<file path="config.mk">
export PLATFORM = sky130hd
export DESIGN_NAME = fwps_top
export DESIGN_NICKNAME = d
export VERILOG_FILES = /design/src/hdl/fwps_pkg.sv /design/src/hdl/fwps_top.sv /design/src/hdl/fwps_sync.sv
export VERILOG_INCLUDE_DIRS = /design/src /design/src/hdl
export SDC_FILE = /design/constraint.sdc
export NUM_CORES = 1
export LEC_CHECK = 0
export ABC_AREA = 1
export BUFFER_PORTS_ARGS = -buffer_cell sky130_fd_sc_hd__buf_2
export CAP_MARGIN = 30
export CORE_ASPECT_RATIO = 1.5
export CORE_MARGIN = 2
export CORE_UTILIZATION = 60
export CTS_CLUSTER_DIAMETER = 30
export DETAILED_ROUTE_END_ITERATION = 8
export PLACE_DENSITY = 0.78
export SLEW_MARGIN = 40
export SYNTH_ARGS = -nofsm -noshare
export SYNTH_HDL_FRONTEND = slang
export SYNTH_HIERARCHICAL = 1
export SYNTH_SLANG_ARGS = --single-unit
</file>
<file path="constraint.sdc">
create_clock -name ref_clk -period 4.4 [get_ports ref_clk]
set_clock_uncertainty 0.15 [all_clocks]
set_input_delay 1.1 -clock ref_clk [delete_from_list [all_inputs] [get_ports ref_clk]]
set_output_delay 1.1 -clock ref_clk [all_outputs]
set_load 0.02 [all_outputs]
</file>
<file path="src/hdl/fwps_regs.svh">
// Constants for the flash write-protect and status block.
// How it works
// - Power-on reset blocks every instruction.
// - Write-type instructions refused until power-up delay.
// - Latch clear at power-up; writes need latch.
// - Power-down accepts only release instruction.
// - Lock bits: 30 blocks, 32 edge sectors.
// - Locked region ignores program and erase.
// - Locks set at power-on; 39h unlocks.
// - Scheme select picks range bits or locks.
// - Status writes gated by guard, lock, latch, pin.
// - Busy bit high while operation runs.
// - Busy accepts only status read, and suspend unless writing status.
// - Busy clears when operation completes.
// - Write enable sets the read-only latch.
// - Latch clears after disable, program, erase, writes.
// - Three protect bits size the guarded range.
// - Protect bits reset to zero, nothing guarded.
// - Top/bottom bit anchors range, default top.
// - Granule bit picks sectors or blocks.
// - Invert bit swaps protected and writable regions.
// - Guard bit with low pin locks status.
// - Lockdown bit blocks status writes until power cycle.
// - Quad enable disables pin gating.
`ifndef FWPS_REGS_SVH
`define FWPS_REGS_SVH

// Instruction codes.
`define FWPS_OP_WREN     8'h06
`define FWPS_OP_WRDI     8'h04
`define FWPS_OP_RDSR1    8'h05
`define FWPS_OP_RDSR2    8'h35
`define FWPS_OP_RDSR3    8'h15
`define FWPS_OP_WRSR     8'h01
`define FWPS_OP_WRSR3    8'h11
`define FWPS_OP_PROG     8'h02
`define FWPS_OP_SERASE   8'h20
`define FWPS_OP_BERASE   8'hD8
`define FWPS_OP_CERASE   8'hC7
`define FWPS_OP_LOCK     8'h36
`define FWPS_OP_UNLOCK   8'h39
`define FWPS_OP_PDOWN    8'hB9
`define FWPS_OP_RELEASE  8'hAB
`define FWPS_OP_SUSPEND  8'h75
`define FWPS_OP_RESUME   8'h7A

// Frame byte counts.
`define FWPS_NB_ONE      3'h1
`define FWPS_NB_SR1      3'h2
`define FWPS_NB_SR12     3'h3
`define FWPS_NB_ADDR     3'h4
`define FWPS_NB_MAX      3'h4
`define FWPS_BIT_LAST    3'h7

// Status register 1 fields.
`define FWPS_S_BUSY      0
`define FWPS_S_WEL       1
`define FWPS_S_BP_LO     2
`define FWPS_S_BP_HI     4
`define FWPS_S_TB        5
`define FWPS_S_SEC       6
`define FWPS_S_SRP       7
// Status register 2 fields, bit position within the byte.
`define FWPS_S2_SRL      0
`define FWPS_S2_QE       1
`define FWPS_S2_CMP      6
`define FWPS_S2_SUS      7
// Status register 3 fields, bit position within the byte.
`define FWPS_S3_WPS      2

// Reset values.
`define FWPS_RST_BP      3'h0
`define FWPS_RST_LOCKS   {62{1'b1}}
`define FWPS_LOCKS       62

// Array geometry in 4KB sector units.
`define FWPS_SECTORS     10'h200
`define FWPS_NONE        10'h000
`define FWPS_BLK_SECT    10'h010
`define FWPS_SECT_ONE    10'h001
`define FWPS_BLK_TOP     5'h1F
`define FWPS_BLK_BOT     5'h00
`define FWPS_BP_ALL_BLK  3'h6
`define FWPS_BP_ALL_SEC  3'h7
`define FWPS_BP_SEC_CAP  3'h3
`define FWPS_ADDR_HI     20
`define FWPS_ADDR_LO     12

// Timing.
`define FWPS_CLK_MHZ     10
`define FWPS_PUW_US      10
`define FWPS_TW_US       20
`define FWPS_TPROG_US    100
`define FWPS_PUW_CYC     12'(`FWPS_PUW_US * `FWPS_CLK_MHZ)
`define FWPS_TW_CYC      12'(`FWPS_TW_US * `FWPS_CLK_MHZ)
`define FWPS_TPROG_CYC   12'(`FWPS_TPROG_US * `FWPS_CLK_MHZ)

`endif

</file>
<file path="src/hdl/fwps_pkg.sv">
// Types shared by the flash write-protect and status block.
package fwps_pkg;

  typedef enum logic [2:0] {
    FWPS_OP_NONE   = 3'h0,
    FWPS_OP_PROG   = 3'h1,
    FWPS_OP_SERASE = 3'h2,
    FWPS_OP_BERASE = 3'h3,
    FWPS_OP_CERASE = 3'h4,
    FWPS_OP_SRWR   = 3'h5
  } fwps_op_e;

  typedef enum logic [1:0] {
    FWPS_ST_IDLE = 2'h0,
    FWPS_ST_BUSY = 2'h1,
    FWPS_ST_SUSP = 2'h2,
    FWPS_ST_DOWN = 2'h3
  } fwps_state_e;

endpackage

</file>
<file path="src/hdl/fwps_top.sv">
// Write-protection, status and instruction gating of a serial NOR flash.
`timescale 1ns/1ps
`include "fwps_regs.svh"
module fwps_top (
  // Clock and power-on reset
  input  wire logic              ref_clk,
  input  wire logic              rst_n,
  // Serial link pins
  input  wire logic              sclk,
  input  wire logic              cs_n,
  input  wire logic              si,
  input  wire logic              wp_n,
  output logic                   so,
  output logic                   so_oe,
  // Array engine
  output logic                   array_go,
  output fwps_pkg::fwps_op_e     array_op,
  output logic [23:0]            array_addr,
  output logic                   busy
);

  // Pin synchronisation; chip select is inverted so that reset means idle.
  logic [3:0] pin_s;
  fwps_sync #(.WIDTH(4)) u_sync (
    .ref_clk (ref_clk),
    .rst_n   (rst_n),
    .din     ({~cs_n, sclk, si, wp_n}),
    .dout    (pin_s)
  );

  wire sel_s  = pin_s[3];
  wire sclk_s = pin_s[2];
  wire si_s   = pin_s[1];
  wire wp_n_s = pin_s[0];

  logic                   sclk_d_r;
  logic                   sel_d_r;
  logic [2:0]             bit_cnt_r;
  logic [2:0]             byte_cnt_r;
  logic [7:0]             in_sh_r;
  logic [7:0]             opcode_r;
  logic [23:0]            buf_r;
  logic                   rd_r;
  logic [7:0]             out_sh_r;
  logic                   so_r;
  logic [1:0]             rd_sel_r;

  // Status and protection state.
  logic                   wel_r;
  logic [2:0]             bp_r;
  logic                   tb_r;
  logic                   sec_r;
  logic                   srp_r;
  logic                   srl_r;
  logic                   qe_r;
  logic                   cmp_r;
  logic                   wps_r;
  logic [`FWPS_LOCKS-1:0] lock_r;

  // Sequencing.
  fwps_pkg::fwps_state_e  st_r;
  fwps_pkg::fwps_state_e  st_nxt;
  logic [11:0]            puw_cnt_r;
  logic                   puw_done_r;
  logic [11:0]            run_cnt_r;
  fwps_pkg::fwps_op_e     op_r;
  logic                   go_r;
  logic [23:0]            addr_r;

  // Serial clock edges seen only while selected.
  wire sclk_rise = sel_s & sclk_s & ~sclk_d_r;
  wire sclk_fall = sel_s & ~sclk_s & sclk_d_r;
  wire frame_end = ~sel_s & sel_d_r;
  wire byte_done = sclk_rise & (bit_cnt_r == `FWPS_BIT_LAST);
  wire [7:0] new_byte = {in_sh_r[6:0], si_s};

  always_ff @(posedge ref_clk) begin
    if (!rst_n) begin
      sclk_d_r <= 1'b0;
      sel_d_r  <= 1'b0;
    end else begin
      sclk_d_r <= sclk_s;
      sel_d_r  <= sel_s;
    end
  end

  // Byte assembly; counters restart whenever the chip is deselected.
  always_ff @(posedge ref_clk) begin
    if (!rst_n || !sel_s) begin
      bit_cnt_r  <= 3'h0;
      byte_cnt_r <= 3'h0;
      in_sh_r    <= 8'h00;
    end else if (sclk_rise) begin
      in_sh_r   <= new_byte;
      bit_cnt_r <= bit_cnt_r + 3'h1;
      if (bit_cnt_r == `FWPS_BIT_LAST && byte_cnt_r != `FWPS_NB_MAX) begin
        byte_cnt_r <= byte_cnt_r + 3'h1;
      end
    end
  end

  // Opcode and up to three following bytes.
  always_ff @(posedge ref_clk) begin
    if (!rst_n) begin
      opcode_r <= 8'h00;
      buf_r    <= 24'h000000;
    end else if (byte_done) begin
      if (byte_cnt_r == 3'h0) begin
        opcode_r <= new_byte;
      end else if (byte_cnt_r != `FWPS_NB_MAX - 3'h1 + 3'h1) begin
        buf_r <= {buf_r[15:0], new_byte};
      end
    end
  end

  // Status bytes as seen by software.
  wire       busy_bit = (st_r == fwps_pkg::FWPS_ST_BUSY);
  wire       sus_bit  = (st_r == fwps_pkg::FWPS_ST_SUSP);
  wire [7:0] sr1 = {srp_r, sec_r, tb_r, bp_r, wel_r, busy_bit};
  wire [7:0] sr2 = {sus_bit, cmp_r, 4'h0, qe_r, srl_r};
  wire [7:0] sr3 = {5'h00, wps_r, 2'h0};

  // A status read is honoured unless powered down.
  wire is_rd1   = (new_byte == `FWPS_OP_RDSR1);
  wire is_rd2   = (new_byte == `FWPS_OP_RDSR2);
  wire is_rd3   = (new_byte == `FWPS_OP_RDSR3);
  wire rd_start = byte_done & (byte_cnt_r == 3'h0) & (is_rd1 | is_rd2 | is_rd3)
                  & (st_r != fwps_pkg::FWPS_ST_DOWN);
  wire [1:0] rd_sel = is_rd1 ? 2'h1 : (is_rd2 ? 2'h2 : 2'h3);
  wire [7:0] rd_byte = (rd_sel_r == 2'h1) ? sr1 : ((rd_sel_r == 2'h2) ? sr2 : sr3);
  wire [7:0] first_byte = is_rd1 ? sr1 : (is_rd2 ? sr2 : sr3);

  // The status byte is reloaded every eight clocks so that polling sees fresh state.
  always_ff @(posedge ref_clk) begin
    if (!rst_n || !sel_s) begin
      rd_r     <= 1'b0;
      rd_sel_r <= 2'h0;
      out_sh_r <= 8'h00;
      so_r     <= 1'b0;
    end else if (rd_start) begin
      rd_r     <= 1'b1;
      rd_sel_r <= rd_sel;
      out_sh_r <= first_byte;
    end else if (byte_done && rd_r) begin
      out_sh_r <= rd_byte;
    end else if (sclk_fall && rd_r) begin
      so_r     <= out_sh_r[7];
      out_sh_r <= {out_sh_r[6:0], out_sh_r[7]};
    end
  end

  assign so    = so_r;
  assign so_oe = sel_s & rd_r;

  // Instruction decode at the end of a whole-byte frame.
  wire       go        = frame_end & (bit_cnt_r == 3'h0) & (byte_cnt_r != 3'h0);
  wire [2:0] nb        = byte_cnt_r;
  wire       st_idle   = (st_r == fwps_pkg::FWPS_ST_IDLE);
  wire       st_busy   = (st_r == fwps_pkg::FWPS_ST_BUSY);
  wire       st_down   = (st_r == fwps_pkg::FWPS_ST_DOWN);
  wire       op_wren   = (opcode_r == `FWPS_OP_WREN);
  wire       op_wrdi   = (opcode_r == `FWPS_OP_WRDI);
  wire       op_wrsr   = (opcode_r == `FWPS_OP_WRSR);
  wire       op_wrsr3  = (opcode_r == `FWPS_OP_WRSR3);
  wire       op_prog   = (opcode_r == `FWPS_OP_PROG);
  wire       op_se     = (opcode_r == `FWPS_OP_SERASE);
  wire       op_be     = (opcode_r == `FWPS_OP_BERASE);
  wire       op_ce     = (opcode_r == `FWPS_OP_CERASE);
  wire       op_lock   = (opcode_r == `FWPS_OP_LOCK);
  wire       op_unlock = (opcode_r == `FWPS_OP_UNLOCK);

  // Writes need the power-up delay over and an idle, awake device.
  wire wr_ok  = go & st_idle & puw_done_r;
  wire sr_pin = srp_r & ~qe_r & ~wp_n_s;
  wire sr_ok  = wel_r & ~srl_r & ~sr_pin;

  wire x_wren   = wr_ok & op_wren & (nb == `FWPS_NB_ONE);
  wire x_wrdi   = go & st_idle & op_wrdi & (nb == `FWPS_NB_ONE);
  wire x_srwr   = wr_ok & op_wrsr & sr_ok & ((nb == `FWPS_NB_SR1) | (nb == `FWPS_NB_SR12));
  wire x_sr3    = wr_ok & op_wrsr3 & sr_ok & (nb == `FWPS_NB_SR1);
  wire x_addr   = wr_ok & wel_r & (nb == `FWPS_NB_ADDR);
  wire x_pa     = x_addr & (op_prog | op_se | op_be);
  wire x_ce     = wr_ok & wel_r & op_ce & (nb == `FWPS_NB_ONE);
  wire x_lock   = x_addr & op_lock;
  wire x_unlock = x_addr & op_unlock;
  wire x_pd     = go & st_idle & (opcode_r == `FWPS_OP_PDOWN);
  wire x_rel    = go & st_down & (opcode_r == `FWPS_OP_RELEASE);
  wire x_sus    = go & st_busy & (op_r != fwps_pkg::FWPS_OP_SRWR)
                  & (opcode_r == `FWPS_OP_SUSPEND);
  wire x_res    = go & (st_r == fwps_pkg::FWPS_ST_SUSP) & (opcode_r == `FWPS_OP_RESUME);

  // Range decode in 4KB sector units out of the whole array.
  wire [8:0] tgt     = buf_r[`FWPS_ADDR_HI:`FWPS_ADDR_LO];
  wire [2:0] bp_m1   = bp_r - 3'h1;
  wire [2:0] sec_sh  = (bp_m1 > `FWPS_BP_SEC_CAP) ? `FWPS_BP_SEC_CAP : bp_m1;
  wire [9:0] sz_sec  = (bp_r == `FWPS_BP_ALL_SEC) ? `FWPS_SECTORS : (`FWPS_SECT_ONE << sec_sh);
  wire [9:0] sz_blk  = (bp_r >= `FWPS_BP_ALL_BLK) ? `FWPS_SECTORS : (`FWPS_BLK_SECT << bp_m1);
  wire [9:0] bp_size = (bp_r == `FWPS_RST_BP) ? `FWPS_NONE
                       : (sec_r ? sz_sec : sz_blk);
  wire       in_rng  = tb_r ? ({1'b0, tgt} < bp_size)
                       : ({1'b0, tgt} >= (`FWPS_SECTORS - bp_size));
  wire       bp_prot = in_rng ^ cmp_r;

  // Lock index: bottom sectors, top sectors, then the 30 middle blocks.
  wire [4:0] blk      = tgt[8:4];
  wire [3:0] sct      = tgt[3:0];
  wire [4:0] blk_m1   = blk - 5'h01;
  wire [5:0] lock_idx = (blk == `FWPS_BLK_BOT) ? {2'h0, sct}
                        : ((blk == `FWPS_BLK_TOP) ? {2'h1, sct} : {1'b1, blk_m1});
  wire       lk_prot  = lock_r[lock_idx];
  wire       tgt_prot = wps_r ? lk_prot : bp_prot;
  wire       any_prot = wps_r ? (|lock_r)
                        : (cmp_r ? (bp_size != `FWPS_SECTORS) : (bp_size != `FWPS_NONE));

  // Protected targets leave the array untouched.
  wire arr_start = (x_pa & ~tgt_prot) | (x_ce & ~any_prot);
  wire sr_start  = x_srwr | x_sr3;
  wire wel_clr   = x_wrdi | x_pa | x_ce | x_srwr | x_sr3 | x_lock | x_unlock;

  wire fwps_pkg::fwps_op_e arr_op = op_prog ? fwps_pkg::FWPS_OP_PROG
                                  : (op_se ? fwps_pkg::FWPS_OP_SERASE
                                  : (op_be ? fwps_pkg::FWPS_OP_BERASE : fwps_pkg::FWPS_OP_CERASE));

  // Power-up write delay counter.
  always_ff @(posedge ref_clk) begin
    if (!rst_n) begin
      puw_cnt_r  <= 12'h000;
      puw_done_r <= 1'b0;
    end else if (!puw_done_r) begin
      puw_cnt_r  <= puw_cnt_r + 12'h001;
      puw_done_r <= (puw_cnt_r == `FWPS_PUW_CYC - 12'h001);
    end
  end

  // Write enable latch.
  always_ff @(posedge ref_clk) begin
    if (!rst_n) begin
      wel_r <= 1'b0;
    end else if (x_wren) begin
      wel_r <= 1'b1;
    end else if (wel_clr) begin
      wel_r <= 1'b0;
    end
  end

  // Status register writes take effect when accepted.
  wire       two_byte = (nb == `FWPS_NB_SR12);
  wire [7:0] wr_sr1   = two_byte ? buf_r[15:8] : buf_r[7:0];
  wire [7:0] wr_sr2   = buf_r[7:0];

  always_ff @(posedge ref_clk) begin
    if (!rst_n) begin
      bp_r  <= `FWPS_RST_BP;
      tb_r  <= 1'b0;
      sec_r <= 1'b0;
      srp_r <= 1'b0;
      srl_r <= 1'b0;
      qe_r  <= 1'b0;
      cmp_r <= 1'b0;
      wps_r <= 1'b0;
    end else begin
      if (x_srwr) begin
        bp_r  <= wr_sr1[`FWPS_S_BP_HI:`FWPS_S_BP_LO];
        tb_r  <= wr_sr1[`FWPS_S_TB];
        sec_r <= wr_sr1[`FWPS_S_SEC];
        srp_r <= wr_sr1[`FWPS_S_SRP];
      end
      if (x_srwr && two_byte) begin
        srl_r <= wr_sr2[`FWPS_S2_SRL];
        qe_r  <= wr_sr2[`FWPS_S2_QE];
        cmp_r <= wr_sr2[`FWPS_S2_CMP];
      end
      if (x_sr3) begin
        wps_r <= buf_r[`FWPS_S3_WPS];
      end
    end
  end

  // Individual locks, all set at power-on.
  always_ff @(posedge ref_clk) begin
    if (!rst_n) begin
      lock_r <= `FWPS_RST_LOCKS;
    end else if (x_lock) begin
      lock_r[lock_idx] <= 1'b1;
    end else if (x_unlock) begin
      lock_r[lock_idx] <= 1'b0;
    end
  end

  // Operation sequencing.
  always_comb begin
    st_nxt = st_r;
    case (st_r)
      fwps_pkg::FWPS_ST_IDLE: begin
        if (arr_start || sr_start) begin
          st_nxt = fwps_pkg::FWPS_ST_BUSY;
        end else if (x_pd) begin
          st_nxt = fwps_pkg::FWPS_ST_DOWN;
        end
      end
      fwps_pkg::FWPS_ST_BUSY: begin
        if (x_sus) begin
          st_nxt = fwps_pkg::FWPS_ST_SUSP;
        end else if (run_cnt_r == 12'h001) begin
          st_nxt = fwps_pkg::FWPS_ST_IDLE;
        end
      end
      fwps_pkg::FWPS_ST_SUSP: begin
        if (x_res) begin
          st_nxt = fwps_pkg::FWPS_ST_BUSY;
        end
      end
      fwps_pkg::FWPS_ST_DOWN: begin
        if (x_rel) begin
          st_nxt = fwps_pkg::FWPS_ST_IDLE;
        end
      end
      default: begin
        st_nxt = fwps_pkg::FWPS_ST_IDLE;
      end
    endcase
  end

  always_ff @(posedge ref_clk) begin
    if (!rst_n) begin
      st_r <= fwps_pkg::FWPS_ST_IDLE;
    end else begin
      st_r <= st_nxt;
    end
  end

  // Run timer holds its count while suspended.
  always_ff @(posedge ref_clk) begin
    if (!rst_n) begin
      run_cnt_r <= 12'h000;
      op_r      <= fwps_pkg::FWPS_OP_NONE;
      go_r      <= 1'b0;
      addr_r    <= 24'h000000;
    end else begin
      go_r <= arr_start;
      if (arr_start) begin
        run_cnt_r <= `FWPS_TPROG_CYC;
        op_r      <= arr_op;
        addr_r    <= buf_r;
      end else if (sr_start) begin
        run_cnt_r <= `FWPS_TW_CYC;
        op_r      <= fwps_pkg::FWPS_OP_SRWR;
      end else if (st_busy && !x_sus && run_cnt_r != 12'h000) begin
        run_cnt_r <= run_cnt_r - 12'h001;
        if (run_cnt_r == 12'h001) begin
          op_r <= fwps_pkg::FWPS_OP_NONE;
        end
      end
    end
  end

  assign array_go   = go_r;
  assign array_op   = op_r;
  assign array_addr = addr_r;
  assign busy       = busy_bit;

endmodule

</file>
<file path="src/hdl/fwps_sync.sv">
// Two-flop synchroniser for pins that arrive from outside the clock domain.
`timescale 1ns/1ps
module fwps_sync #(
  parameter int WIDTH = 1
) (
  // Clock and reset
  input  wire logic             ref_clk,
  input  wire logic             rst_n,
  // Pins in, synchronised levels out
  input  wire logic [WIDTH-1:0] din,
  output logic      [WIDTH-1:0] dout
);

  logic [WIDTH-1:0] meta_r;

  always_ff @(posedge ref_clk) begin
    if (!rst_n) begin
      meta_r <= '0;
      dout   <= '0;
    end else begin
      meta_r <= din;
      dout   <= meta_r;
    end
  end

endmodule

</file>
* Word level (Yosys, flattened, before mapping)
Index checks and enable logic that the tools add are counted.
** Storage, ports and cells
- Flip-flop bits (word level) :: 195
- Latch bits :: 0
- Bits in writable memories :: 0
- Memory bits (read-only) :: 0
- Input bits :: 6
- Output and inout bits :: 31
- Logic and storage cells :: 241
- Memories kept :: 0
** Operators by class
- Add/sub/neg operators :: 7
- $mul :: 0
- Divide/modulo/power cells :: 0
- $lt $le $gt $ge :: 6
- Eq/ne operators :: 39
- Shifts and indexed selects :: 2
- Muxes and demuxes :: 47
- Bitwise operators :: 76
- Reductions and logical operators :: 33
** Operator list (number)
- $mux 62 :: 2
- $mux 10 :: 7
- $mux 8 :: 8
- $and 62x62->62 :: 1
- $not 62->62 :: 1
- $or 62x62->62 :: 1
- $reduce_or 62->1 :: 1
- $and 1x1->1 :: 45
- $eq 8x6->1 const B :: 4
- $eq 8x8->1 const B :: 4
- $eq 8x3->1 const B :: 3
- $mux 3 :: 8
- $eq 8x5->1 const B :: 2
- $eq 8x7->1 const B :: 2
- $mux 2 :: 7
- $not 1->1 :: 14
- $or 1x1->1 :: 13
- $add 12x1->12 const B :: 1
- $eq 12x1->1 const B :: 1
- $eq 12x7->1 const B :: 1
- $mux 6 :: 2
- $reduce_bool 12->1 :: 1
- $reduce_bool 3->1 :: 4
- $sub 12x1->12 const B :: 1
- 42 further kinds :: 76

* Longest topological paths before layout
Gate-level depths: netlist (run 1).
- Word-level depth :: 18
- Mapped depth :: 27
- Mapped depth without buffers :: 27

* Hierarchy
Netlist (run 1), hierarchy kept.
** By module, submodules not included
- fwps_top :: times used 1, cells an instance 1382, area an instance 9939.5 um2, seq. area each 3743.6 um2
- fwps_sync :: times used 1, cells an instance 25, area an instance 225.2 um2, seq. area each 160.2 um2

* Worst setup path after synthesis (run 1)
OpenSTA, ideal clock, no wires.
- Path type :: register -> register
- From :: register bp_r[0]
- To :: register addr_r[15] (netlist: array_addr[15])
- Library setup time :: 117 ps
- Data arrival time :: 3163 ps
- Data required time :: 4133 ps
- Setup slack :: 970 ps
- Stages on the path, launching flop included :: 28
- Buffers on the path :: 1
- Clock period less this slack :: 3430 ps
- Cell sequence :: dfxtp_1 -> inv_1 -> ha_1 -> xor2_1 -> inv_2 -> nand2_1 -> nor2_1 -> inv_1 -> ha_1 -> nand3_1 -> xor2_1 -> ha_1 -> nand4_1 -> o221ai_1 -> nand3_1 -> nand2_1 -> nand2_1 -> nand2_1 -> nand2_1 -> nand2_1 -> nand2_1 -> nand3_1 -> nand3_4 -> nand2_4 -> inv_4 -> buf_6 -> nand3_1 -> o21ai_2
** Between the ends
- Cells in the longest elaborated chain, start to end :: 15
- Elaborated cells on any way between the ends :: 27
- Classes of those cells :: add/sub: 2; order compare: 4; eq/ne: 2; shift: 2; mux: 9; bitwise: 6; reduce/logical: 2
** RTL lines
- start: declaration :: line fwps_top.sv:50 : logic [2:0] bp_r;
- start signal: assignment :: line fwps_top.sv:253 : bp_r <= `FWPS_RST_BP;
- start signal: assignment :: line fwps_top.sv:263 : bp_r <= wr_sr1[`FWPS_S_BP_HI:`FWPS_S_BP_LO];
- $sub 3x1->3 :: line fwps_top.sv:194 : wire [2:0] bp_m1 = bp_r - 3'h1;
- $gt 3x2->1 (no source line)
- $mux 3 :: line fwps_top.sv:195 : wire [2:0] sec_sh = (bp_m1 > `FWPS_BP_SEC_CAP) ? `FWPS_BP_SEC_CAP : bp_m1;
- $shl 1x3->10 (no source line)
- $mux 10 :: line fwps_top.sv:196 : wire [9:0] sz_sec = (bp_r == `FWPS_BP_ALL_SEC) ? `FWPS_SECTORS : (`FWPS_SECT_ONE << sec_sh);
- $mux 10 :: line fwps_top.sv:199 : : (sec_r ? sz_sec : sz_blk);
- $mux 10 * :: line fwps_top.sv:198 : wire [9:0] bp_size = (bp_r == `FWPS_RST_BP) ? `FWPS_NONE
- $sub 10x10->10 (no source line)
- $ge 9x10->1 :: line fwps_top.sv:201 : : ({1'b0, tgt} >= (`FWPS_SECTORS - bp_size));
- $mux 1 :: line fwps_top.sv:200 : wire in_rng = tb_r ? ({1'b0, tgt} < bp_size)
- $xor 1x1->1 :: line fwps_top.sv:202 : wire bp_prot = in_rng ^ cmp_r;
- $mux 1 :: line fwps_top.sv:211 : wire tgt_prot = wps_r ? lk_prot : bp_prot;
- $not 1->1 :: line fwps_top.sv:216 : wire arr_start = (x_pa & ~tgt_prot) | (x_ce & ~any_prot);
- $and 1x1->1 :: line fwps_top.sv:216
- $or 1x1->1 * :: line fwps_top.sv:216
- end signal: assignment :: line fwps_top.sv:344 : addr_r <= buf_r;
- end: declaration :: line fwps_top.sv:68 : logic [23:0] addr_r;
Every way passes the cells marked *; elsewhere a longest branch is shown, timed or not.
A chain may end at the register's enable or synchronous reset.

* Final worst setup path (run 1)
- From :: register bp_r[0]
- To :: register run_cnt_r[8]
** Between the ends
- Cells in the longest elaborated chain, start to end :: 16
- Elaborated cells on any way between the ends :: 29
- Classes of those cells :: add/sub: 2; order compare: 4; eq/ne: 2; shift: 2; mux: 10; bitwise: 6; reduce/logical: 3
** RTL lines
- $sub 3x1->3 :: line fwps_top.sv:194
- $gt 3x2->1 (no source line)
- $mux 3 :: line fwps_top.sv:195
- $shl 1x3->10 (no source line)
- $mux 10 :: line fwps_top.sv:196
- $mux 10 :: line fwps_top.sv:199
- $mux 10 * :: line fwps_top.sv:198
- $sub 10x10->10 (no source line)
- $ge 9x10->1 :: line fwps_top.sv:201
- $mux 1 :: line fwps_top.sv:200
- $xor 1x1->1 :: line fwps_top.sv:202
- $mux 1 :: line fwps_top.sv:211
- $not 1->1 :: line fwps_top.sv:216
- $and 1x1->1 :: line fwps_top.sv:216
- $or 1x1->1 * :: line fwps_top.sv:216
- $reduce_bool 3->1 (no source line) / $mux 10 (equally long branches)
- end signal: assignment :: line fwps_top.sv:342 : run_cnt_r <= `FWPS_TPROG_CYC;
- end signal: assignment :: line fwps_top.sv:346 : run_cnt_r <= `FWPS_TW_CYC;
- end signal: assignment :: line fwps_top.sv:349 : run_cnt_r <= run_cnt_r - 12'h001;
- end: declaration :: line fwps_top.sv:65 : logic [11:0] run_cnt_r;
Marks and branches as above.

==> run_results.csv, run 1 <==
group,metric,value,unit
run_status,status,"completed",
synthesis,synth_top_cell_by_area,"sky130_fd_sc_hd__dfxtp_1",
critical_path,cp-start-kind,"flip-flop",
clock_tree,cts.sink_count,195,
synthesis,syn-cell-area,10160,um2
global_routing,grt_pass1_vias,9192,
synthesis,synthFlopType,"sky130_fd_sc_hd__dfxtp_1",
drt,first_pass_iteration_count_of_the_detailed_router,7,
placed_design,dp.cells,1621,
sta,timing.setup.tns,0,ns
sta,achievable-frequency,256.2,MHz
floorplan,num_rows,58,
clock_tree,tritoncts,"done",
global_routing,grt_start_max_net_pins,86,
floorplan,fp.dieArea,18020,um2
sta,final_max_slew_viol_count,0,
floorplan,total_i_o_pin_count,37,
synthesis,post_synth.cell_area_avg,7.224,um2
cells_and_area,finish.cell_count_without_fillers,1653,
floorplan,core-area,16690,um2
clock_tree,cts_max_path_buffers,2,
sta,slew_headroom,0.4345,
cells_and_area,diodes,0,
clock_tree,cts_buffers,17,
synthesis,yosysTopAreaCellShare,0.3840,
synthesis,synth-seq-area-share,0.3840,
clock_tree,clk_latency,0.44,ns
synthesis,number_of_enable_type_register_cells_in_the_synthesized_netlist,0,
sta,setup_repair_after_global_routing_missed_its_margin,"no",
global_routing,grt_antenna_before_repair,0,
drt,drt_iter0_drc,838,
pwr,power.leakage,4.647,nW
sta,worst_slew_pin_slew,0.8474,ns
critical_path,ff2ff_setup_slack,0.50,ns
cells_and_area,layout_cell_share_with_drive_strength_beyond_1,0.09009,
synthesis,count_of_distinct_cell_types_in_the_synthesized_netlist,51,
sta,final_min_period_over_clock_period,0.8872,
critical_path,worst_setup_path_end_kind,"flip-flop",
clock_tree,htree_levels,4,
sta,setup_violation_total_in_the_final_timing_report,0,
clock_tree,clk_transition_reported_paths,0.07,ns
pwr,power.density,309.2,nW/um2
sta,layout_min_cycle_time,3.904,ns
synthesis,yosysWarningCount,6,
floorplan,fp.dieW,110.3,um
critical_path,critical_path.max_fanout,27,
drt,post_drt_via_cell_ratio,5.930,
synthesis,synth_seq_cells,195,
global_routing,track_usage,0.3145,
drt,vias,9803,
floorplan,initial_utilization,0.6090,
drt,routedWlPerCell,16.78,um
synthesis,synth.most_common_cell,"sky130_fd_sc_hd__nand2_1",
drt,routed_wl,27740,um
cells_and_area,area_growth_syn_to_layout,9.097,%
placed_design,routabilityCongestion,0.9988,
drt,drt.antenna.violating_nets,0,
critical_path,worstSetupPathType,"reg2reg",
pwr,max-vdd-ir-drop,272.8,uV
placed_design,dp_hpwl,20150,um
synthesis,synth_top_cells_by_count,"sky130_fd_sc_hd__nand2_1 (285), sky130_fd_sc_hd__dfxtp_1 (195), sky130_fd_sc_hd__inv_1 (169)",
floorplan,die-height,163.4,um
clock_tree,cts_root_buffer,"sky130_fd_sc_hd__clkbuf_16",
cells_and_area,design.final.nets,1475,
flow_run,maxCapViolations,0,
critical_path,worst-endpoint-required,4.55,ns
global_routing,grt_first_pass_wirelength,44330,um
synthesis,netlist_top_cells_area,"sky130_fd_sc_hd__dfxtp_1 (38%), sky130_fd_sc_hd__nand2_1 (11%), sky130_fd_sc_hd__o21ai_0 (7.1%)",
critical_path,worstPathArrival,4.05,ns
drt,drt_drc_violations_left,0,
pwr,design_power_total,3.429,mW
synthesis,synth_cells,1407,
sta,final_hold_viol_count,0,
cells_and_area,final.fill_count,1518,
placed_design,io_buffers,36,
synthesis,postSynth.asyncResetShare,0,
synthesis,postSynthNetCount,1451,
global_routing,gr-total-overflow,0,
min_path,hold_class,"reg2reg",
-- what timing repair did --
action	in CTS	in global routing
hold buffers	0	0
buffers inserted	0	0
setup endpoints to repair	0	5
gates resized for setup	0	4
-- worst max-delay path, stage by stage (launching register included) --
cell                       delay, ns
sky130_fd_sc_hd__dfxtp_2        0.37
sky130_fd_sc_hd__inv_1          0.11
sky130_fd_sc_hd__ha_1           0.24
sky130_fd_sc_hd__nand2_1        0.13
sky130_fd_sc_hd__nand3_1        0.13
sky130_fd_sc_hd__nor2_1         0.16
sky130_fd_sc_hd__nand3_1        0.12
sky130_fd_sc_hd__ha_1           0.24
sky130_fd_sc_hd__nand3_1        0.15
sky130_fd_sc_hd__xor2_1         0.09
sky130_fd_sc_hd__ha_1           0.29
sky130_fd_sc_hd__nand4_1        0.09
sky130_fd_sc_hd__o221ai_1       0.21
sky130_fd_sc_hd__nand3_1        0.11
sky130_fd_sc_hd__nand2_1        0.07
sky130_fd_sc_hd__nand2_1        0.05
sky130_fd_sc_hd__nand2_1        0.05
sky130_fd_sc_hd__nand2_1        0.06
sky130_fd_sc_hd__nand3_1        0.07
sky130_fd_sc_hd__nand3_1        0.16
sky130_fd_sc_hd__nand3_4        0.18
sky130_fd_sc_hd__nand2_4        0.10
sky130_fd_sc_hd__inv_8          0.16
sky130_fd_sc_hd__o21ai_0        0.11
sky130_fd_sc_hd__nor2_1         0.11
sky130_fd_sc_hd__nor2_1         0.05
-- final cells by class --
type / instances / area, um2 / area share
multi-input combinational: 988 / 5359 / 0.4832
sequential: 195 / 3906 / 0.3523
inverter: 180 / 683.2 / 0.06160
clock buffer: 21 / 450.4 / 0.04062
timing repair buffer: 49 / 277.8 / 0.02505
tap: 210 / 262.8 / 0.02369
clock inverter: 10 / 150.1 / 0.01354
-- final timing paths --
path / from / end / cells after the start
setup / recovery: bp_r[0]$_SDFFE_PN0P_ / run_cnt_r[8]$_SDFFE_PN0P_ / 25
hold / removal: u_sync/meta_r[1]$_SDFF_PN0_ / u_sync/dout[1]$_SDFF_PN0_ / 2
setup reg to reg: bp_r[0]$_SDFFE_PN0P_ / run_cnt_r[8]$_SDFFE_PN0P_ / 25
hold reg to reg: u_sync/meta_r[1]$_SDFF_PN0_ / u_sync/dout[1]$_SDFF_PN0_ / 2
-- cell families (layout without fill, tap and decap cells) --
kind of cell / after synthesis / count (layout) / share of synthesized area
AO/OA/AOI/OAI: 349 / 349 / 0.2037
adder cells (fa/ha/maj): 38 / 38 / 0.04678
buffers and inverters: 224 / 260 / 0.09023
AND/OR/NAND/NOR: 584 / 584 / 0.2606
XOR/XNOR: 17 / 17 / 0.01465
flip-flops: 195 / 195 / 0.3840
-- power by group --
group	leakage, nW	switching [mW]	internal [mW]
combinational	2.78	0.0347	0.0101
clock	0.294	0.694	0.916
sequential	1.58	0.00430	1.77
-- cell usage in the layout, fill, tap and decap left out, drive strengths merged, types with 3 or more instances in the layout --
cell type	synthesis	routed
a2111oi	4	4
a211oi	3	3
a21oi	86	86
a31oi	10	10
a41oi	3	3
buf	18	48
bufinv	0	3
clkbuf	26	22
clkinv	5	9
dfxtp	195	195
ha	38	38
inv	175	178
nand2	299	299
nand3	82	82
nand4	23	23
nor2	109	109
nor3	37	37
nor4	28	28
o211ai	55	55
o21ai	163	163
o221ai	4	4
o311ai	8	8
o31ai	4	4
xnor2	5	5
xor2	12	12
-- metal layers --
layer  global-route usage  wire, um
met5                    0         0
met4               0.1847      1652
met3              0.05267      1409
met2               0.5586     14260
met1               0.3435     10410
-- metrics by stage --
stage | util | worst slack [ns] | instance area (um2) | hold WS (ns)
3_5_place_dp | 0.6273 | 0.3333 | 10470 | 0.2536
4_1_cts | 0.6633 | 0.3231 | 11070 | 0.2702
2_1_floorplan | - | 0.9702 | 10160 | 0.2364
6_report | 0.6644 | 0.4961 | 11090 | 0.2673
3_3_place_gp | 0.6269 | 0.4863 | 10460 | 0.2443
5_1_grt | 0.6644 | 0.05830 | 11090 | 0.2849
Power figures use the tool's default switching activity.
==> run 2, diff against run 1 <==
Settings changed: CORE_ASPECT_RATIO 1.5 to 1.75.
==> run 2 against run 1 <==
Critical path depth grew 1. Register-to-register slack about the same. Final cell count increased by 1.1%. Via count is 0.99% higher. Sequential share of layout area shrank 0.28 points. Core utilization is 0.14 points higher. Critical path type unchanged. Critical endpoint is now run_cnt_r[3]$_SDFFE_PN0P_. Highest routed layer unchanged.
==> run_results.csv, run 2 (synthesis results as in run 1) <==
group,metric,value,unit
sta,slew_headroom,0.4733,
placed_design,pre_cts_ws,0.4111,ns
min_path,worstHoldEndpoint,"u_sync/dout[0]$_SDFF_PN0_",
clock_tree,cts_buffers,17,
critical_path,worstPathArrival,4.10,ns
critical_path,path_delay_family,"simple AND/OR/NAND/NOR gates",
sta,final_max_slew_viol_count,0,
floorplan,total_i_o_pin_count,37,
critical_path,worst-r2r-cell-count,26,
drt,post_drt_via_cell_ratio,5.921,
sta,setup_violation_total_in_the_final_timing_report,0,
global_routing,gr-total-overflow,0,
clock_tree,htree_levels,4,
flow_run,maxCapViolations,0,
cells_and_area,area_growth_syn_to_layout,9.970,%
critical_path,crit-reg2reg-launch,"bp_r[0]$_SDFFE_PN0P_",
critical_path,critical_path.max_fanout,27,
drt,routedWlPerCell,17.53,um
floorplan,die-height,176.2,um
min_path,hold_class,"reg2reg",
cells_and_area,layout_cell_share_with_drive_strength_beyond_1,0.09204,
cells_and_area,design.final.nets,1477,
pwr,p_sw,0.6985,mW
critical_path,crit_path_largest_cell_delay,0.39,ns
clock_tree,cts_max_path_buffers,2,
critical_path,worst_r2r_endpoint,"run_cnt_r[3]$_SDFFE_PN0P_",
drt,vias,9900,
clock_tree,postCtsSetupRepairBufs,0,
critical_path,cp-start-kind,"flip-flop",
pwr,power.internal,2.816,mW
min_path,worst_hold_path.num_cells,2,
critical_path,cp_common_cell,"sky130_fd_sc_hd__nand2_1",
clock_tree,cts.sink_count,195,
placed_design,io_buffers,36,
drt,routed_wl,29310,um
min_path,worst_min_delay_path_startpoint,"u_sync/meta_r[0]$_SDFF_PN0_",
sta,worst_slew_pin_slew,0.7900,ns
critical_path,ff2ff_setup_slack,0.49,ns
floorplan,fp.dieW,102.4,um
pwr,power_switching_share,0.1988,
pwr,power.leakage,4.667,nW
floorplan,fp.dieArea,18040,um2
clock_tree,cts_root_buffer,"sky130_fd_sc_hd__clkbuf_16",
critical_path,worst_setup_path_end_kind,"flip-flop",
critical_path,slowest_stage,"sky130_fd_sc_hd__dfxtp_2",
clock_tree,cts_hold_buf,0,
placed_design,routabilityCongestion,1.044,
drt,drt_drc_violations_left,0,
global_routing,track_usage,0.3357,
critical_path,worstSetupPathType,"reg2reg",
pwr,comb_power_share,0.013,
sta,layout_min_cycle_time,3.911,ns
floorplan,initial_utilization,0.6054,
sta,final_hold_viol_count,0,
clock_tree,clk_transition_reported_paths,0.07,ns
sta,fin_ws,0.4885,ns
placed_design,dp.cells,1641,
critical_path,worst-endpoint-required,4.58,ns
global_routing,grt_first_pass_wirelength,47000,um
clock_tree,cts_resized,0,
drt,drt.antenna.violating_nets,0,
cells_and_area,mostFrequentLayoutCells,"sky130_fd_sc_hd__nand2_1 (285), sky130_fd_sc_hd__dfxtp_1 (193), sky130_fd_sc_hd__inv_1 (169)",
drt,drt_iter0_drc,567,
pwr,max-vdd-ir-drop,298.8,uV
sta,setup_repair_after_global_routing_missed_its_margin,"no",
clock_tree,tritoncts,"done",
global_routing,grt_pass1_vias,9560,
pwr,clock_power_share,0.482,
cells_and_area,diodes,0,
cells_and_area,finish.cell_count_without_fillers,1672,
sta,timing.setup.tns,0,ns
pwr,power_frac_seq,0.505,
global_routing,grt_antenna_before_repair,0,
clock_tree,clk_latency,0.44,ns
pwr,power.density,314.4,nW/um2
sta,final_min_period_over_clock_period,0.8890,
sta,achievable-frequency,255.7,MHz
critical_path,critical_path_buf_inv_count,5,
cells_and_area,final_common_cell,"sky130_fd_sc_hd__nand2_1",
placed_design,dp_hpwl,21300,um
floorplan,core-area,16790,um2
floorplan,num_rows,63,
global_routing,grt_start_max_net_pins,75,
run_status,status,"completed",
critical_path,critPathLaunch,"bp_r[0]$_SDFFE_PN0P_",
drt,first_pass_iteration_count_of_the_detailed_router,5,
run 2: changes by cell type in the layout (fill, tap and decap cells not counted), moves of 2 or more:
| cell | delta |
|---|---|
| sky130_fd_sc_hd__clkinv_4 | -3 |
| sky130_fd_sc_hd__buf_4 | +3 |
| sky130_fd_sc_hd__inv_8 | -2 |
| sky130_fd_sc_hd__clkinvlp_4 | +3 |
| sky130_fd_sc_hd__bufinv_16 | +2 |
run 2: how the worst max path moves through the flow:
stage,to,slack (ns),depth (start not counted)
floorplan,array_addr[15]$_SDFFE_PN0P_,0.97,27
global placement,run_cnt_r[3]$_SDFFE_PN0P_,0.55,25
detailed placement,run_cnt_r[3]$_SDFFE_PN0P_,0.41,25
CTS,run_cnt_r[3]$_SDFFE_PN0P_,0.37,25
global route,run_cnt_r[7]$_SDFFE_PN0P_,0.05,25
finish,run_cnt_r[3]$_SDFFE_PN0P_,0.49,26
run 2: metal layers:
layer  vias up  wire, um  global-route usage
met5         -         0                   0
met4         0      2369              0.2528
met3       147      1945             0.09184
met2       382     14660              0.5814
met1      4546     10340              0.3314
li1       4825         -                   -
run 2: final cells by class:
type | count | area (um2)
inverter | 180 | 680.7
clock inverter | 9 | 177.7
sequential | 195 | 3906
timing repair buffer | 51 | 295.3
fill | 1487 | 5612
clock buffer | 22 | 464.2
multi-input combinational | 988 | 5370
tap | 227 | 284.0
run 2: power by group through the flow:
stage               logic, mW  registers (mW)  clock network (mW)
floorplan              0.0332            1.81                   0
global placement       0.0439            1.81                   0
detailed placement     0.0448            1.82                   0
CTS                    0.0452            1.78                1.71
global route           0.0506            1.77                1.77
finish                 0.0459            1.78                1.69
run 2: worst register-to-register path: stages, from the launching register on:
cell and delay, ns:
sky130_fd_sc_hd__dfxtp_2 0.39, sky130_fd_sc_hd__inv_1 0.11, sky130_fd_sc_hd__ha_1 0.24, sky130_fd_sc_hd__xor2_1 0.27
sky130_fd_sc_hd__inv_2 0.08, sky130_fd_sc_hd__nand2_1 0.10, sky130_fd_sc_hd__nor2_1 0.06, sky130_fd_sc_hd__inv_1 0.05
sky130_fd_sc_hd__ha_1 0.17, sky130_fd_sc_hd__nand3_1 0.12, sky130_fd_sc_hd__xor2_1 0.17, sky130_fd_sc_hd__ha_1 0.29
sky130_fd_sc_hd__nand4_1 0.09, sky130_fd_sc_hd__o221ai_1 0.19, sky130_fd_sc_hd__nand3_1 0.09, sky130_fd_sc_hd__nand2_1 0.07
sky130_fd_sc_hd__nand2_1 0.05, sky130_fd_sc_hd__nand2_1 0.05, sky130_fd_sc_hd__nand2_1 0.07, sky130_fd_sc_hd__nand3_1 0.07
sky130_fd_sc_hd__nand3_1 0.13, sky130_fd_sc_hd__nand3_4 0.16, sky130_fd_sc_hd__nand2_4 0.10, sky130_fd_sc_hd__inv_6 0.19
sky130_fd_sc_hd__nand2_2 0.11, sky130_fd_sc_hd__o21ai_0 0.15, sky130_fd_sc_hd__inv_1 0.06
run 2: stage by stage:
stage	util	hold WS (ns)	cell area (um2)	total power [mW]
after floorplan	-	0.2364	10160	1.847
after global placement	0.6254	0.2430	10500	1.859
after detailed placement	0.6265	0.2460	10520	1.860
after CTS	0.6647	0.2609	11160	3.528
after global routing	0.6658	0.2708	11180	3.598
final	0.6658	0.2612	11180	3.515
==> run 3, diff against run 2 <==
Settings changed: PLACE_DENSITY 0.78 to 0.74.
==> run 3 against run 2 <==
Clock-buffer cell count shrank 3. Global-route usage is 1.2 points higher. Routed wire length grew 2.5%. Setup slack got worse by 0.051 ns. Core utilization rose by 0.31 points. Critical endpoint unchanged. Largest cell class unchanged. Largest power group is now the clock network.
==> run_results.csv, run 3 (synthesis results as in run 1) <==
group,metric,value,unit
drt,first_pass_iteration_count_of_the_detailed_router,5,
pwr,power.internal,2.863,mW
critical_path,slowest_stage,"sky130_fd_sc_hd__dfxtp_1",
global_routing,gr-total-overflow,0,
sta,layout_min_cycle_time,3.962,ns
clock_tree,htree_levels,4,
pwr,comb_power_share,0.013,
critical_path,critical_path.max_fanout,27,
critical_path,worst_setup_path_end_kind,"flip-flop",
global_routing,grt_pass1_vias,9661,
placed_design,dp.cells,1643,
floorplan,die-height,176.2,um
critical_path,critPathCapture,"run_cnt_r[3]$_SDFFE_PN0P_",
floorplan,num_rows,63,
critical_path,worst_r2r_endpoint,"run_cnt_r[3]$_SDFFE_PN0P_",
drt,drt_iter0_drc,526,
flow_run,maxCapViolations,0,
cells_and_area,area_growth_syn_to_layout,10.49,%
drt,drt_drc_violations_left,0,
critical_path,worst-endpoint-required,4.58,ns
drt,drt.antenna.violating_nets,0,
clock_tree,clk_transition_reported_paths,0.07,ns
critical_path,cp-start-kind,"flip-flop",
drt,routed_wl,30050,um
critical_path,worst-r2r-cell-count,26,
min_path,hold_class,"reg2reg",
critical_path,cp_common_cell,"sky130_fd_sc_hd__nand2_1",
cells_and_area,mostFrequentLayoutCells,"sky130_fd_sc_hd__nand2_1 (285), sky130_fd_sc_hd__dfxtp_1 (195), sky130_fd_sc_hd__inv_1 (169)",
cells_and_area,finish.cell_count_without_fillers,1674,
floorplan,fp.dieW,102.4,um
drt,post_drt_via_cell_ratio,5.889,
global_routing,grt_start_max_net_pins,61,
placed_design,io_buffers,36,
clock_tree,tritoncts,"done",
critical_path,crit-reg2reg-launch,"bp_r[0]$_SDFFE_PN0P_",
pwr,power_frac_seq,0.492,
pwr,power_switching_share,0.2061,
sta,timing.setup.tns,0,ns
cells_and_area,layout_cell_share_with_drive_strength_beyond_1,0.09537,
critical_path,worstPathArrival,4.14,ns
critical_path,worstSetupPathType,"reg2reg",
placed_design,dp_hpwl,21720,um
floorplan,fp.dieArea,18040,um2
clock_tree,clk_latency,0.44,ns
critical_path,crit_path_largest_cell_delay,0.43,ns
sta,final_hold_viol_count,0,
global_routing,grt_first_pass_wirelength,48650,um
sta,achievable-frequency,252.4,MHz
sta,slew_headroom,0.4735,
critical_path,ff2ff_setup_slack,0.44,ns
floorplan,total_i_o_pin_count,37,
cells_and_area,diodes,0,
global_routing,grt_antenna_before_repair,0,
run_status,status,"completed",
sta,final_min_period_over_clock_period,0.9005,
sta,final_max_slew_viol_count,0,
floorplan,initial_utilization,0.6054,
pwr,clock_power_share,0.495,
clock_tree,cts.sink_count,195,
pwr,power.leakage,4.691,nW
pwr,power.density,321.1,nW/um2
drt,vias,9858,
sta,setup_violation_total_in_the_final_timing_report,0,
sta,worst_slew_pin_slew,0.7869,ns
pwr,max-vdd-ir-drop,273.3,uV
clock_tree,cts_max_path_buffers,2,
cells_and_area,final_common_cell,"sky130_fd_sc_hd__nand2_1",
pwr,p_sw,0.7432,mW
cells_and_area,design.final.nets,1479,
global_routing,track_usage,0.3479,
placed_design,routabilityCongestion,0.9942,
drt,routedWlPerCell,17.95,um
critical_path,critPathLaunch,"bp_r[0]$_SDFFE_PN0P_",
cells_and_area,finished_core_util,0.6689,
clock_tree,cts_buffers,17,
floorplan,core-area,16790,um2
clock_tree,cts_root_buffer,"sky130_fd_sc_hd__clkbuf_16",
sta,setup_repair_after_global_routing_missed_its_margin,"no",
==> run 3: cell types whose count changed in the layout (fill, tap and decap cells not counted), sizes merged <==
cell      delta
buf          +2
bufinv       +1
clkbuf       -3
clkinv       +1
clkinvlp     -1
inv          +2
==> run 3: power by group through the flow <==
stage          clock [mW]  sequential (mW)  combinational [mW]
2_1_floorplan           0             1.81              0.0332
3_3_place_gp            0             1.82              0.0447
3_5_place_dp            0             1.82              0.0455
4_1_cts              1.80             1.77              0.0454
5_1_grt              1.87             1.77              0.0509
6_report             1.79             1.77              0.0453
==> run 3: per-stage QoR <==
stage	power, mW	setup slack [ns]	hold slack (ns)	cell area (um2)
final	3.607	0.4378	0.2607	11230
after detailed placement	1.861	0.4138	0.2484	10540
after CTS	3.622	0.3869	0.2617	11200
after floorplan	1.847	0.9702	0.2364	10160
after global placement	1.860	0.5278	0.2412	10520
after global routing	3.697	0.03611	0.2846	11230
==> run 3: area by class of cell <==
type,count,area (um2)
fillers,1552,5559
multi-input cells,988,5383
flip-flops and latches,195,3904
inverters,180,680.7
clock buffers,19,442.9
repair buffers,53,310.3
well taps,227,284.0
clock inverters,12,226.5
==> run 3: critical path, delay by kind of cell, from the launching register on <==
kind | cells | cell delay, ns
flip-flops | 1 | 0.43
buffers and inverters | 5 | 0.51
AND/OR/NAND/NOR | 14 | 1.30
XOR/XNOR | 2 | 0.42
adder cells (fa/ha/maj) | 3 | 0.69
AO/OA/AOI/OAI | 2 | 0.34
==> run 3: worst min path at each step <==
| stage | from | end | slack [ns] | cells after the start |
|---|---|---|---|---|
| floorplan | u_sync/meta_r[2]$_SDFF_PN0_ | u_sync/dout[2]$_SDFF_PN0_ | 0.24 | 2 |
| global placement | u_sync/meta_r[2]$_SDFF_PN0_ | u_sync/dout[2]$_SDFF_PN0_ | 0.24 | 2 |
| detailed placement | u_sync/meta_r[2]$_SDFF_PN0_ | u_sync/dout[2]$_SDFF_PN0_ | 0.25 | 2 |
| CTS | u_sync/meta_r[2]$_SDFF_PN0_ | u_sync/dout[2]$_SDFF_PN0_ | 0.26 | 2 |
| global route | u_sync/meta_r[1]$_SDFF_PN0_ | u_sync/dout[1]$_SDFF_PN0_ | 0.28 | 2 |
| finish | u_sync/meta_r[2]$_SDFF_PN0_ | u_sync/dout[2]$_SDFF_PN0_ | 0.26 | 2 |
==> run 3: per-layer routing <==
metal | GRT usage | routed length [um] | vias up
met5 | 0 | 0 | -
met4 | 0.2422 | 2074 | 0
met3 | 0.07482 | 1601 | 134
met2 | 0.6132 | 15500 | 312
met1 | 0.3554 | 10870 | 4578
li1 | - | - | 4834
==> run 3: timing repair <==
item                                   CTS  global route
endpoints found under the hold margin    0             0
hold buffers                             0             0
buffers inserted                         0             0
resized for setup                        0             2
setup endpoints to repair                0             3
